$ cat src/trc_fifo.sv
// Shared constants of the trinary code link and the receive word FIFO
`timescale 1ns/100ps
`default_nettype none

// ****************************************************************
// Constants
// ****************************************************************
package trc_pkg;
  // Trinary digit codes, two bits per digit
  localparam logic [1:0] TRC_LOW = 2'h0;
  localparam logic [1:0] TRC_HIGH = 2'h1;
  localparam logic [1:0] TRC_OPEN = 2'h2;
  localparam int TRC_DIGITS = 9;
  localparam int TRC_ADDR_NIBBLE = 5;
  localparam int TRC_NIB_BITS = 4;
  localparam int TRC_CODE_SPACE = 19683;
  localparam int TRC_BIN_SPACE = 512;
  // Clock rates and the encoder clock
  localparam int TRC_CLK_PERIOD_NS = 10;
  localparam int TRC_ENC_PERIOD_NS = 10000;
  localparam int TRC_ENC_DIV = TRC_ENC_PERIOD_NS / TRC_CLK_PERIOD_NS;
  // Pulse shape in encoder clocks; one data period is two slots
  localparam int TRC_SLOT_TICKS = 4;
  localparam int TRC_SHORT_TICKS = 1;
  localparam int TRC_LONG_TICKS = 3;
  localparam int TRC_DATA_PERIOD_TICKS = 2 * TRC_SLOT_TICKS;
  localparam int TRC_WORD_GAP_PERIODS = 3;
  localparam int TRC_GAP_TICKS = TRC_WORD_GAP_PERIODS * TRC_DATA_PERIOD_TICKS;
  // Decoder thresholds, in hundredths and tenths of encoder clocks
  localparam int TRC_WIDTH_THR_X100 = 172;
  localparam int TRC_EOT_X10 = 335;
  localparam int TRC_EOW_X10 = 134;
  // Settle time of one weak drive test, in clocks
  localparam int TRC_TEST_CYC = 4;
  localparam int TRC_FIFO_DEPTH = 8;
  localparam int TRC_CW = 16;
endpackage : trc_pkg

// ****************************************************************
// FIFO
// ****************************************************************
module trc_fifo
  import trc_pkg::*;
#(
  parameter int WIDTH = 18,
  parameter int DEPTH = TRC_FIFO_DEPTH
)
(
  // Clock and reset
  input wire logic i_clk,
  input wire logic i_arst_n,
  // Fill side
  input wire logic i_in_valid,
  input wire logic [WIDTH-1:0] i_in_data,
  output logic o_in_ready,
  // Drain side
  output logic o_out_valid,
  output logic [WIDTH-1:0] o_out_data,
  input wire logic i_out_ready
);
  localparam int AW = $clog2(DEPTH);
  logic [WIDTH-1:0] mem_q [DEPTH];
  logic [AW-1:0] wr_q;
  logic [AW-1:0] rd_q;
  logic [AW:0] cnt_q;
  wire do_wr;
  wire do_rd;

  // Honest flags straight from the fill count
  assign o_in_ready = (cnt_q != (AW+1)'(DEPTH));
  assign o_out_valid = (cnt_q != '0);
  assign o_out_data = mem_q[rd_q];
  assign do_wr = i_in_valid && o_in_ready;
  assign do_rd = o_out_valid && i_out_ready;

  // Pointers wrap at the depth, which need not be a power of two
  always_ff @(posedge i_clk or negedge i_arst_n)
  begin
    if (!i_arst_n)
    begin
      wr_q <= '0;
      rd_q <= '0;
      cnt_q <= '0;
    end
    else
    begin
      if (do_wr)
        wr_q <= (wr_q == AW'(DEPTH-1)) ? '0 : wr_q + 1'b1;
      if (do_rd)
        rd_q <= (rd_q == AW'(DEPTH-1)) ? '0 : rd_q + 1'b1;
      cnt_q <= cnt_q + (AW+1)'(do_wr) - (AW+1)'(do_rd);
    end
  end

  // Storage needs no reset; valid gates every read
  always_ff @(posedge i_clk)
  begin
    if (do_wr)
      mem_q[wr_q] <= i_in_data;
  end
endmodule : trc_fifo

`default_nettype wire

$ cat src/trc_link.sv
// Trinary remote code link: encoder and decoder with receive FIFO
//
// Notes on behaviour
// RULE1 - nine code inputs, each low, high or open
// RULE2 - held enable repeats; brief pulse sends one sequence
// RULE3 - first word after power-up may be invalid
// RULE4 - three idle data periods between the words
// RULE5 - low SS, high LL, open LS pulses
// RULE6 - weak drive high then low classifies input
// RULE7 - idle and enable high stops the oscillator
// RULE8 - enable low starts oscillator, samples inputs sequentially
// RULE9 - nibble decoder: first five digits are address
// RULE10 - first word match stores nibble, latch unchanged
// RULE11 - second word equal nibble loads output latch; here skipped while a push is pending
// RULE12 - valid flag until mismatch or four silent periods
// RULE13 - open data digit decodes as one
// RULE14 - address-only variant: nine digits, two matching words
// RULE15 - binary-only address digits give 512 addresses
// RULE16 - long pulse when wider than 1.72 clocks
// RULE17 - low for 33.5 encoder clocks ends transmission
// RULE18 - low for about two data periods ends word
// RULE19 - local address trinary or binary, must equal encoder
// RULE20 - pulse and period lengths are matched parameters
`timescale 1ns/100ps
`default_nettype none

module trc_link
  import trc_pkg::*;
#(
  parameter bit NIBBLE_MODE = 1'b1,
  parameter int ENC_DIV = TRC_ENC_DIV,
  parameter int WIDTH_THR_CYC = (TRC_WIDTH_THR_X100 * ENC_DIV) / 100,
  parameter int EOW_CYC = (TRC_EOW_X10 * ENC_DIV) / 10,
  parameter int EOT_CYC = (TRC_EOT_X10 * ENC_DIV) / 10,
  parameter int FIFO_DEPTH = TRC_FIFO_DEPTH
)
(
  // Clock and reset
  input wire logic i_clk,
  input wire logic i_arst_n,
  // Encoder control
  input wire logic i_transmit_enable_n,
  output logic o_osc_running,
  // Encoder code pins, weakly driven during classification
  input wire logic [TRC_DIGITS-1:0] i_address_digit_inputs,
  output logic [TRC_DIGITS-1:0] o_address_digit_drive,
  output logic [TRC_DIGITS-1:0] o_address_digit_oe_n,
  // Encoder serial output
  output logic o_serial_out,
  // Decoder serial input and local address (two bits per digit)
  input wire logic i_serial_in,
  input wire logic [2*TRC_DIGITS-1:0] i_local_address,
  // Decoder results
  output logic o_valid_transmission,
  output logic [TRC_NIB_BITS-1:0] o_decoded_nibble_outputs,
  // Received word stream
  output logic o_rx_valid,
  output logic [2*TRC_DIGITS-1:0] o_rx_word,
  input wire logic i_rx_ready
);
  localparam int ADDR_N = NIBBLE_MODE ? TRC_ADDR_NIBBLE : TRC_DIGITS;
  localparam int WW = 2 * TRC_DIGITS;

  // ****************************************************************
  // Input synchronisers
  // ****************************************************************
  logic te_s1_q;
  logic te_s2_q;
  logic [TRC_DIGITS-1:0] pin_s1_q;
  logic [TRC_DIGITS-1:0] pin_s2_q;
  logic din_s1_q;
  logic din_s2_q;
  logic din_prev_q;
  logic [WW-1:0] loc_s1_q;
  logic [WW-1:0] loc_s2_q;

  // Every pin except i_rx_ready passes two flops before any logic sees it
  always_ff @(posedge i_clk or negedge i_arst_n)
  begin
    if (!i_arst_n)
    begin
      te_s1_q <= 1'b1;
      te_s2_q <= 1'b1;
      pin_s1_q <= '0;
      pin_s2_q <= '0;
      din_s1_q <= 1'b0;
      din_s2_q <= 1'b0;
      din_prev_q <= 1'b0;
      loc_s1_q <= '0;
      loc_s2_q <= '0;
    end
    else
    begin
      te_s1_q <= i_transmit_enable_n;
      te_s2_q <= te_s1_q;
      pin_s1_q <= i_address_digit_inputs;
      pin_s2_q <= pin_s1_q;
      din_s1_q <= i_serial_in;
      din_s2_q <= din_s1_q;
      din_prev_q <= din_s2_q;
      loc_s1_q <= i_local_address;
      loc_s2_q <= loc_s1_q;
    end
  end

  // ****************************************************************
  // Encoder
  // ****************************************************************
  typedef enum logic [2:0] {E_IDLE, E_TEST_HI, E_TEST_LO, E_SEND, E_GAP} trc_enc_t;
  trc_enc_t est_q;
  trc_enc_t est_d;
  logic [TRC_CW-1:0] div_q;
  logic [7:0] tmr_q;
  logic [3:0] dig_q;
  logic word_q;
  logic pulse_q;
  logic [2:0] slot_q;
  logic hi_seen_q;
  logic [1:0] sym_q;
  logic dout_q;
  logic [TRC_DIGITS-1:0] drv_q;
  logic [TRC_DIGITS-1:0] oe_n_q;

  // Oscillator tick; the divider only runs while a sequence is active
  wire enc_tick = (div_q == TRC_CW'(ENC_DIV - 1)); // RULE7
  // Tests count system clocks; a held divider keeps the first slot whole
  wire div_hold = (est_q == E_IDLE) || (est_q == E_TEST_HI) || (est_q == E_TEST_LO);
  wire test_done = (tmr_q == 8'(TRC_TEST_CYC - 1));
  wire gap_done = enc_tick && (tmr_q == 8'(TRC_GAP_TICKS - 1)); // RULE4
  wire pin_now = pin_s2_q[dig_q];
  wire slot_end = enc_tick && (slot_q == 3'(TRC_SLOT_TICKS - 1));
  wire last_digit = (dig_q == 4'(TRC_DIGITS - 1));
  // Digit index after this edge, so the weak drive never lands on the old pin
  wire [3:0] dig_next = (est_q == E_SEND && slot_end && pulse_q) ?
                        (last_digit ? 4'h0 : dig_q + 4'h1) : dig_q;
  // Pulse 0 is long for high and open, pulse 1 is long only for high
  wire pulse_long = pulse_q ? (sym_q == TRC_HIGH) : (sym_q != TRC_LOW); // RULE5
  wire [2:0] pulse_len = pulse_long ? 3'(TRC_LONG_TICKS) : 3'(TRC_SHORT_TICKS); // RULE20
  // Both tests forced means open; otherwise the pin is hard wired
  wire [1:0] sym_dec = (hi_seen_q && !pin_now) ? TRC_OPEN :
                       (pin_now ? TRC_HIGH : TRC_LOW); // RULE6 RULE1

  // Sequence steps: test each digit, send its two pulses, gap, repeat
  always_comb
  begin
    est_d = est_q;
    case (est_q)
      E_IDLE:
        if (!te_s2_q)
          est_d = E_TEST_HI; // RULE8
      E_TEST_HI:
        if (test_done)
          est_d = E_TEST_LO;
      E_TEST_LO:
        if (test_done)
          est_d = E_SEND;
      E_SEND:
        if (slot_end && pulse_q)
          est_d = last_digit ? E_GAP : E_TEST_HI;
      E_GAP:
        if (gap_done)
          est_d = (!word_q || !te_s2_q) ? E_TEST_HI : E_IDLE; // RULE2 RULE7
      default:
        est_d = E_IDLE;
    endcase
  end

  // State, divider and test timer
  always_ff @(posedge i_clk or negedge i_arst_n)
  begin
    if (!i_arst_n)
    begin
      est_q <= E_IDLE;
      div_q <= '0;
      tmr_q <= '0;
    end
    else
    begin
      est_q <= est_d;
      div_q <= (div_hold || enc_tick) ? '0 : div_q + 1'b1;
      if (est_d != est_q)
        tmr_q <= '0;
      else if (est_q == E_TEST_HI || est_q == E_TEST_LO || (est_q == E_GAP && enc_tick))
        tmr_q <= tmr_q + 1'b1;
    end
  end

  // Digit, word and pulse position; a second word always follows the first
  always_ff @(posedge i_clk or negedge i_arst_n)
  begin
    if (!i_arst_n)
    begin
      dig_q <= '0;
      word_q <= 1'b0;
      pulse_q <= 1'b0;
      slot_q <= '0;
      hi_seen_q <= 1'b0;
      sym_q <= TRC_LOW;
    end
    else
    begin
      if (est_q == E_TEST_HI && test_done)
        hi_seen_q <= pin_now;
      if (est_q == E_TEST_LO && test_done)
        sym_q <= sym_dec; // RULE6
      if (est_q == E_SEND && enc_tick)
        slot_q <= slot_end ? '0 : slot_q + 1'b1;
      if (est_q == E_SEND && slot_end)
      begin
        pulse_q <= !pulse_q;
        if (pulse_q)
          dig_q <= last_digit ? '0 : dig_q + 1'b1; // RULE8
      end
      if (gap_done)
        word_q <= !word_q; // RULE2
      if (est_q == E_IDLE)
      begin
        dig_q <= '0;
        word_q <= 1'b0;
        pulse_q <= 1'b0;
        slot_q <= '0;
      end
    end
  end

  // Pin drivers and serial output; output idles low in gaps and tests
  always_ff @(posedge i_clk or negedge i_arst_n)
  begin
    if (!i_arst_n)
    begin
      dout_q <= 1'b0;
      drv_q <= '0;
      oe_n_q <= '1;
    end
    else
    begin
      dout_q <= (est_q == E_SEND) && (slot_q < pulse_len); // RULE5
      for (int i = 0; i < TRC_DIGITS; i++)
      begin
        drv_q[i] <= (est_d == E_TEST_HI) && (dig_next == 4'(i)); // RULE6
        oe_n_q[i] <= !(((est_d == E_TEST_HI) || (est_d == E_TEST_LO)) && (dig_next == 4'(i)));
      end
    end
  end

  assign o_serial_out = dout_q;
  assign o_address_digit_drive = drv_q;
  assign o_address_digit_oe_n = oe_n_q;
  assign o_osc_running = (est_q != E_IDLE);

  // ****************************************************************
  // Decoder pulse timing
  // ****************************************************************
  logic [TRC_CW-1:0] wid_q;
  logic [TRC_CW-1:0] low_q;
  logic half_q;
  logic first_long_q;
  logic bad_q;
  logic [3:0] rcnt_q;
  logic [WW-1:0] rx_q;

  wire din_fall = din_prev_q && !din_s2_q;
  wire rx_long = (wid_q > TRC_CW'(WIDTH_THR_CYC)); // RULE16
  wire eow = (low_q == TRC_CW'(EOW_CYC)); // RULE18
  wire eot = (low_q == TRC_CW'(EOT_CYC)); // RULE17
  // Pulse pair to digit; short then long is no legal digit
  wire [1:0] rx_digit = first_long_q ? (rx_long ? TRC_HIGH : TRC_OPEN) : TRC_LOW; // RULE5
  wire pair_bad = !first_long_q && rx_long;

  // High width and low time counters, both saturating
  always_ff @(posedge i_clk or negedge i_arst_n)
  begin
    if (!i_arst_n)
    begin
      wid_q <= '0;
      low_q <= '0;
    end
    else
    begin
      if (din_s2_q)
        wid_q <= (wid_q == '1) ? wid_q : wid_q + 1'b1;
      else if (!din_prev_q)
        wid_q <= '0;
      if (din_s2_q)
        low_q <= '0;
      else if (low_q != TRC_CW'(EOT_CYC))
        low_q <= low_q + 1'b1;
    end
  end

  // Assemble digits of one word; end of word clears the assembly
  always_ff @(posedge i_clk or negedge i_arst_n)
  begin
    if (!i_arst_n)
    begin
      half_q <= 1'b0;
      first_long_q <= 1'b0;
      bad_q <= 1'b0;
      rcnt_q <= '0;
      rx_q <= '0;
    end
    else if (eow || eot)
    begin
      half_q <= 1'b0;
      bad_q <= 1'b0;
      rcnt_q <= '0;
    end
    else if (din_fall)
    begin
      half_q <= !half_q;
      if (!half_q)
        first_long_q <= rx_long;
      else if (rcnt_q == 4'(TRC_DIGITS))
        bad_q <= 1'b1;
      else
      begin
        rx_q[2*rcnt_q +: 2] <= rx_digit;
        rcnt_q <= rcnt_q + 1'b1;
        if (pair_bad)
          bad_q <= 1'b1;
      end
    end
  end

  // ****************************************************************
  // Decoder word checks
  // ****************************************************************
  logic [TRC_DIGITS-1:0] match_w;
  logic [TRC_NIB_BITS-1:0] nib_w;

  // Per digit address compare on the trinary codes
  genvar g;
  generate
    for (g = 0; g < TRC_DIGITS; g++)
    begin : g_dig
      assign match_w[g] = (g >= ADDR_N) || (rx_q[2*g +: 2] == loc_s2_q[2*g +: 2]); // RULE9 RULE14 RULE19 RULE15
      if (g >= TRC_ADDR_NIBBLE)
      begin : g_nib
        assign nib_w[g - TRC_ADDR_NIBBLE] = (rx_q[2*g +: 2] != TRC_LOW); // RULE13
      end
    end
  endgenerate

  logic widx_q;
  logic first_ok_q;
  logic [TRC_NIB_BITS-1:0] stored_q;
  logic [TRC_NIB_BITS-1:0] nib_out_q;
  logic vt_q;
  logic pend_q;
  logic [WW-1:0] pend_word_q;
  logic fifo_ready;

  wire word_good = eow && !bad_q && !half_q && (rcnt_q == 4'(TRC_DIGITS)) && (&match_w);
  // Address-only words are compared in full through the address itself
  wire nib_same = !NIBBLE_MODE || (nib_w == stored_q); // RULE11 RULE14
  wire pair_ok = widx_q && word_good && first_ok_q && nib_same;
  // A pending push stalls acceptance of the next pair
  wire pair_take = pair_ok && !pend_q;

  // Two words per sequence; the second must repeat the first
  always_ff @(posedge i_clk or negedge i_arst_n)
  begin
    if (!i_arst_n)
    begin
      widx_q <= 1'b0;
      first_ok_q <= 1'b0;
      stored_q <= '0;
      nib_out_q <= '0;
      vt_q <= 1'b0;
    end
    else if (eot)
    begin
      widx_q <= 1'b0;
      first_ok_q <= 1'b0;
      vt_q <= 1'b0; // RULE12 RULE17
    end
    else if (eow)
    begin
      widx_q <= !widx_q;
      if (!widx_q)
      begin
        first_ok_q <= word_good; // RULE10
        if (word_good)
          stored_q <= nib_w; // RULE10
        else
          vt_q <= 1'b0; // RULE12
      end
      else
      begin
        first_ok_q <= 1'b0;
        if (pair_take)
        begin
          nib_out_q <= nib_w; // RULE11
          vt_q <= 1'b1; // RULE12 RULE14
        end
        else if (!pair_ok)
          vt_q <= 1'b0; // RULE12
      end
    end
  end

  // Hold the accepted word until the FIFO takes it
  always_ff @(posedge i_clk or negedge i_arst_n)
  begin
    if (!i_arst_n)
    begin
      pend_q <= 1'b0;
      pend_word_q <= '0;
    end
    else if (eow && pair_take)
    begin
      pend_q <= 1'b1;
      pend_word_q <= rx_q;
    end
    else if (fifo_ready)
      pend_q <= 1'b0;
  end

  trc_fifo #(
    .WIDTH(WW),
    .DEPTH(FIFO_DEPTH)
  ) u_fifo (
    .i_clk(i_clk),
    .i_arst_n(i_arst_n),
    .i_in_valid(pend_q),
    .i_in_data(pend_word_q),
    .o_in_ready(fifo_ready),
    .o_out_valid(o_rx_valid),
    .o_out_data(o_rx_word),
    .i_out_ready(i_rx_ready)
  );

  assign o_valid_transmission = vt_q;
  assign o_decoded_nibble_outputs = NIBBLE_MODE ? nib_out_q : '0;
endmodule : trc_link

`default_nettype wire

$ cat config.mk
export PLATFORM = sky130hd
export DESIGN_NAME = trc_link
export DESIGN_NICKNAME = d
export VERILOG_FILES = /design/src/trc_fifo.sv /design/src/trc_link.sv
export SDC_FILE = /design/constraint.sdc
export NUM_CORES = 1
export LEC_CHECK = 0
export BUFFER_PORTS_ARGS = -buffer_cell sky130_fd_sc_hd__buf_2
export CAP_MARGIN = 20
export CELL_PAD_IN_SITES_DETAIL_PLACEMENT = 1
export CELL_PAD_IN_SITES_GLOBAL_PLACEMENT = 1
export CORE_ASPECT_RATIO = 0.9
export CORE_MARGIN = 2
export CORE_UTILIZATION = 55
export DETAILED_ROUTE_END_ITERATION = 16
export PLACE_DENSITY = 0.86
export SETUP_SLACK_MARGIN = 0.02
export SLEW_MARGIN = 10
export SYNTH_ARGS = -nofsm -noshare
export SYNTH_HDL_FRONTEND = slang
export SYNTH_SLANG_ARGS = --single-unit
$ cat constraint.sdc
create_clock -name i_clk -period 6.6 [get_ports i_clk]
set_clock_uncertainty 0.15 [all_clocks]
set_input_delay 0.33 -clock i_clk [delete_from_list [all_inputs] [get_ports i_clk]]
set_output_delay 0.33 -clock i_clk [all_outputs]
set_load 0.01 [all_outputs]
==> flow_summary.toml <==
[setup_path]
end_kind = "register"
worstPathArrival_ps = 3770
path_class = "reg -> reg"
crit_buf_inv = 0
cpPeakStageDelay_ps = 1060
setup.worst_path.start_class = "register"
required_time_of_the_critical_path_ps = 6850
timing.critical_path.fanout_max = 23
worst_path_top_cell_family_by_delay = "simple AND/OR/NAND/NOR gates"
worstPathCellList = "ha_1 -> and3b_4 -> nand2_1 -> nor4_1 -> and4_1 -> mux2_2"
critical-path-slowest-cell = "sky130_fd_sc_hd__and4_1"

[global_routing]
antenna_found_initial = 0
total_gr_overflow = 0
grt_start_max_net_pins = 82
first_global_vias = 10500
track_usage_pct = 28.9
grt_pass1_wl_um = 62200

[final_layout]
num_antenna_cells = 0
final.fill_count = 2421
final_layout_size_suffix_gt1_share_pct = 23.5
nets = 1202
layout.core_utilization_pct = 64.3
areaGrowthSynthToFinish_pct = 14.7

[synthesis]
synth_area_leaders = "sky130_fd_sc_hd__dfrtp_1 32%, sky130_fd_sc_hd__edfxtp_1 30%, sky130_fd_sc_hd__mux4_2 5.8%, sky130_fd_sc_hd__mux2_2 5.0%, sky130_fd_sc_hd__ha_1 2.0%"
synthDominantCellAreaShare_pct = 31.9
yosysTopAreaCell = "sky130_fd_sc_hd__dfrtp_1"
synth_area_per_cell_sq_um = 14.2
netlist_area_sq_mm = 0.0147
predominant_post_synthesis_flop_cell = "sky130_fd_sc_hd__dfrtp_1"
yosysMostFrequentCell = "sky130_fd_sc_hd__dfrtp_1"
synth_seq_area_share_pct = 63.4
synth-edff-count = 144
async_flop_share_pct = 57.9
synth.top_cells.by_count = "187 x sky130_fd_sc_hd__dfrtp_1, 144 x sky130_fd_sc_hd__edfxtp_1, 75 x sky130_fd_sc_hd__nor2_1, 65 x sky130_fd_sc_hd__mux2_2, 52 x sky130_fd_sc_hd__nand2_1"
ys_types = 77
yosys_register_bits = 342
synth_fp_nets = 1092
postSynthCellCount = 1035
yosysWarningCount = 0

[placement]
pre_cts_slack_ps = 3220
placer_congestion_estimate = 0.803
dp_hpwl_um = 21800
io_buffers = 67

[power_and_ir_drop]
p_int_mw = 3.67
leakage_power_figure_nw = 6.26
netSwitchingFraction_pct = 25.5
power.density_mw_per_mm2 = 293
total_switching_power_mw = 1.26
pwr-share-seq_pct = 48.0
clock_power_share_pct = 40.7
combPwrFrac_pct = 11.3
ir_worst_vdd_uv = 182

[clocking]
cts_setup_buffers = 0
cts-buffers-inserted = 36
ctsRootBufferMaster = "sky130_fd_sc_hd__clkbuf_16"
htree_levels = 2
clock-sinks = 342
insertion_delay_of_the_later_clocked_pin_in_the_worst_skew_pair_ps = 530
path_clk_slew_ps = 70
cts_tree = "done"
cts-root-to-sink-buffers = 3

[route]
via_count = 9514
remaining_drc_errors = 0
drt-total-wl_um = 39000
m1WireLength_um = 15000
detail_route.wl_per_cell_um = 25.6
postRouteAntennaNets = 0
wl_met2_um = 20700
routed_via_density = 6.26
drt-initial-drc-count = 823
top_layer_used = "met4"
wl_met3_um = 1950
drt-pass1-iter-count = 5

[sta]
slew-limit-headroom_pct = 25.1
report.final.slew_viol_count = 0
hold_viol = 0
setup-violations-final = 0
rsz0062_at_grt = "no"
timing.hold.ws_ps = 140
final_min_period_over_clock_period_pct = 53.3
worst-slew-pin-transition_ps = 1120
final_period_minus_worst_setup_slack_ps = 3520
final.setup.tns_ps = 0
finalWorstSetupSlack_ps = 3080
max_freq_ghz = 0.284

[flow_run]
cap_violations = 0

[die]
ioPinCount = 76
design.die.area_sq_mm = 0.0280
dieHeight_um = 159
floorplan.core_area_sq_mm = 0.0261
die_w_um = 176
initial_core_util_pct = 56.1
row_count = 56

[min_path]
timing.hold.worst.class = "in -> reg"

[status]
run_status = "finished, final reports clean"
==> registers in the layout, indices dropped and copies added (netlist names), 2 cells and up <==
name,count
rcnt_q,4
wid_q,16
u_fifo.cnt_q,4
low_q,16
stored_q,4
u_fifo.rd_q,3
o_decoded_nibble_outputs,4
pend_word_q,18
dig_q,4
sym_q,2
u_fifo.mem_q,144
loc_s1_q,10
pin_s1_q,9
o_address_digit_drive,9
loc_s2_q,10
est_q,3
div_q,16
u_fifo.wr_q,3
rx_q,18
o_address_digit_oe_n,9
tmr_q,8
slot_q,3
pin_s2_q,9
==> worst register-to-register path, stage by stage, from the launching register on <==
cell and delay, ps:
sky130_fd_sc_hd__dfrtp_1 560, sky130_fd_sc_hd__ha_1 300, sky130_fd_sc_hd__and3b_4 270, sky130_fd_sc_hd__nand2_1 70
sky130_fd_sc_hd__nor4_1 540, sky130_fd_sc_hd__and4_1 1060, sky130_fd_sc_hd__mux2_2 460
==> layout by cell type, fill, tap and decap left out, types with 13 or more instances in the layout <==
cell / n
sky130_fd_sc_hd__mux2_2: 65
sky130_fd_sc_hd__xnor2_1: 32
sky130_fd_sc_hd__dfrtp_1: 186
sky130_fd_sc_hd__nand3_1: 28
sky130_fd_sc_hd__dlygate4sd3_1: 22
sky130_fd_sc_hd__edfxtp_1: 144
sky130_fd_sc_hd__buf_4: 13
sky130_fd_sc_hd__nand4_1: 21
sky130_fd_sc_hd__a21oi_1: 23
sky130_fd_sc_hd__mux4_2: 38
sky130_fd_sc_hd__xor2_1: 27
sky130_fd_sc_hd__nand2_1: 52
sky130_fd_sc_hd__nor2_1: 75
sky130_fd_sc_hd__inv_1: 35
sky130_fd_sc_hd__buf_2: 66
sky130_fd_sc_hd__ha_1: 24
sky130_fd_sc_hd__o21ai_0: 21
sky130_fd_sc_hd__nor3_1: 26
sky130_fd_sc_hd__or3_1: 19
sky130_fd_sc_hd__clkbuf_16: 38
==> worst paths after layout <==
check                            start  slack [ps]             end  cells past startpoint
min                         i_rx_ready         140  u_fifo.rd_q[0]                      3
max reg2reg                  rcnt_q[0]        3080  pend_word_q[6]                      6
max                          rcnt_q[0]        3080  pend_word_q[6]                      6
max in group asynchronous     i_arst_n        4650        din_s2_q                      3
min reg2reg                loc_s1_q[1]         200     loc_s2_q[1]                      0
min in group asynchronous     i_arst_n         300     pin_s1_q[2]                      2
==> area by class of cell <==
| type | count | area [sq um] | share of cell area (%) |
|---|---|---|---|
| multi-input combinational | 626 | 5120 | 30.4 |
| tap | 348 | 435 | 2.59 |
| timing repair buffer | 103 | 673 | 4.00 |
| clock buffer | 52 | 1050 | 6.27 |
| inverter | 36 | 135 | 0.804 |
| clock inverter | 13 | 103 | 0.610 |
| sequential | 342 | 9290 | 55.3 |
==> power groups by stage <==
| stage | Combinational, mW | Sequential (mW) | Clock (mW) |
|---|---|---|---|
| 6_report | 0.558 | 2.36 | 2.00 |
| 2_1_floorplan | 0.451 | 2.34 | 0 |
| 4_1_cts | 0.565 | 2.36 | 2.03 |
| 5_1_grt | 0.623 | 2.37 | 2.11 |
| 3_3_place_gp | 0.513 | 2.40 | 0 |
| 3_5_place_dp | 0.541 | 2.40 | 0 |
==> repair_timing <==
action | CTS | global route
resized for setup | 0 | 0
hold endpoints to repair | 89 | 0
hold buffers | 22 | 0
==> cells by family after synthesis <==
logic type                 after synthesis  synth area share, %
DFF                                    342                 63.4
and+or+nand+nor                        309                 11.7
AOI/OAI and AO/OA                      121                 5.92
muxes                                  112                 11.5
buffers and inverters                   67                 1.86
xor gates and xnor gates                59                 3.53
adders and majority gates               25                 2.19
==> stage by stage <==
stage	area (sq um)	total power, mW	std cells
global route	16800	5.11	1520
finish	16800	4.93	1520
detailed placement	15400	2.94	1433
floorplan	14700	2.79	1035
global placement	15400	2.91	1432
CTS	16800	4.95	1520
==> metal layers <==
metal	vias up	GRT usage [%]
met5	-	0
met4	0	10.4
met3	106	4.31
met2	342	51.0
met1	4964	36.1
li1	4102	-
No activity file was read; power rests on OpenSTA's default activity.
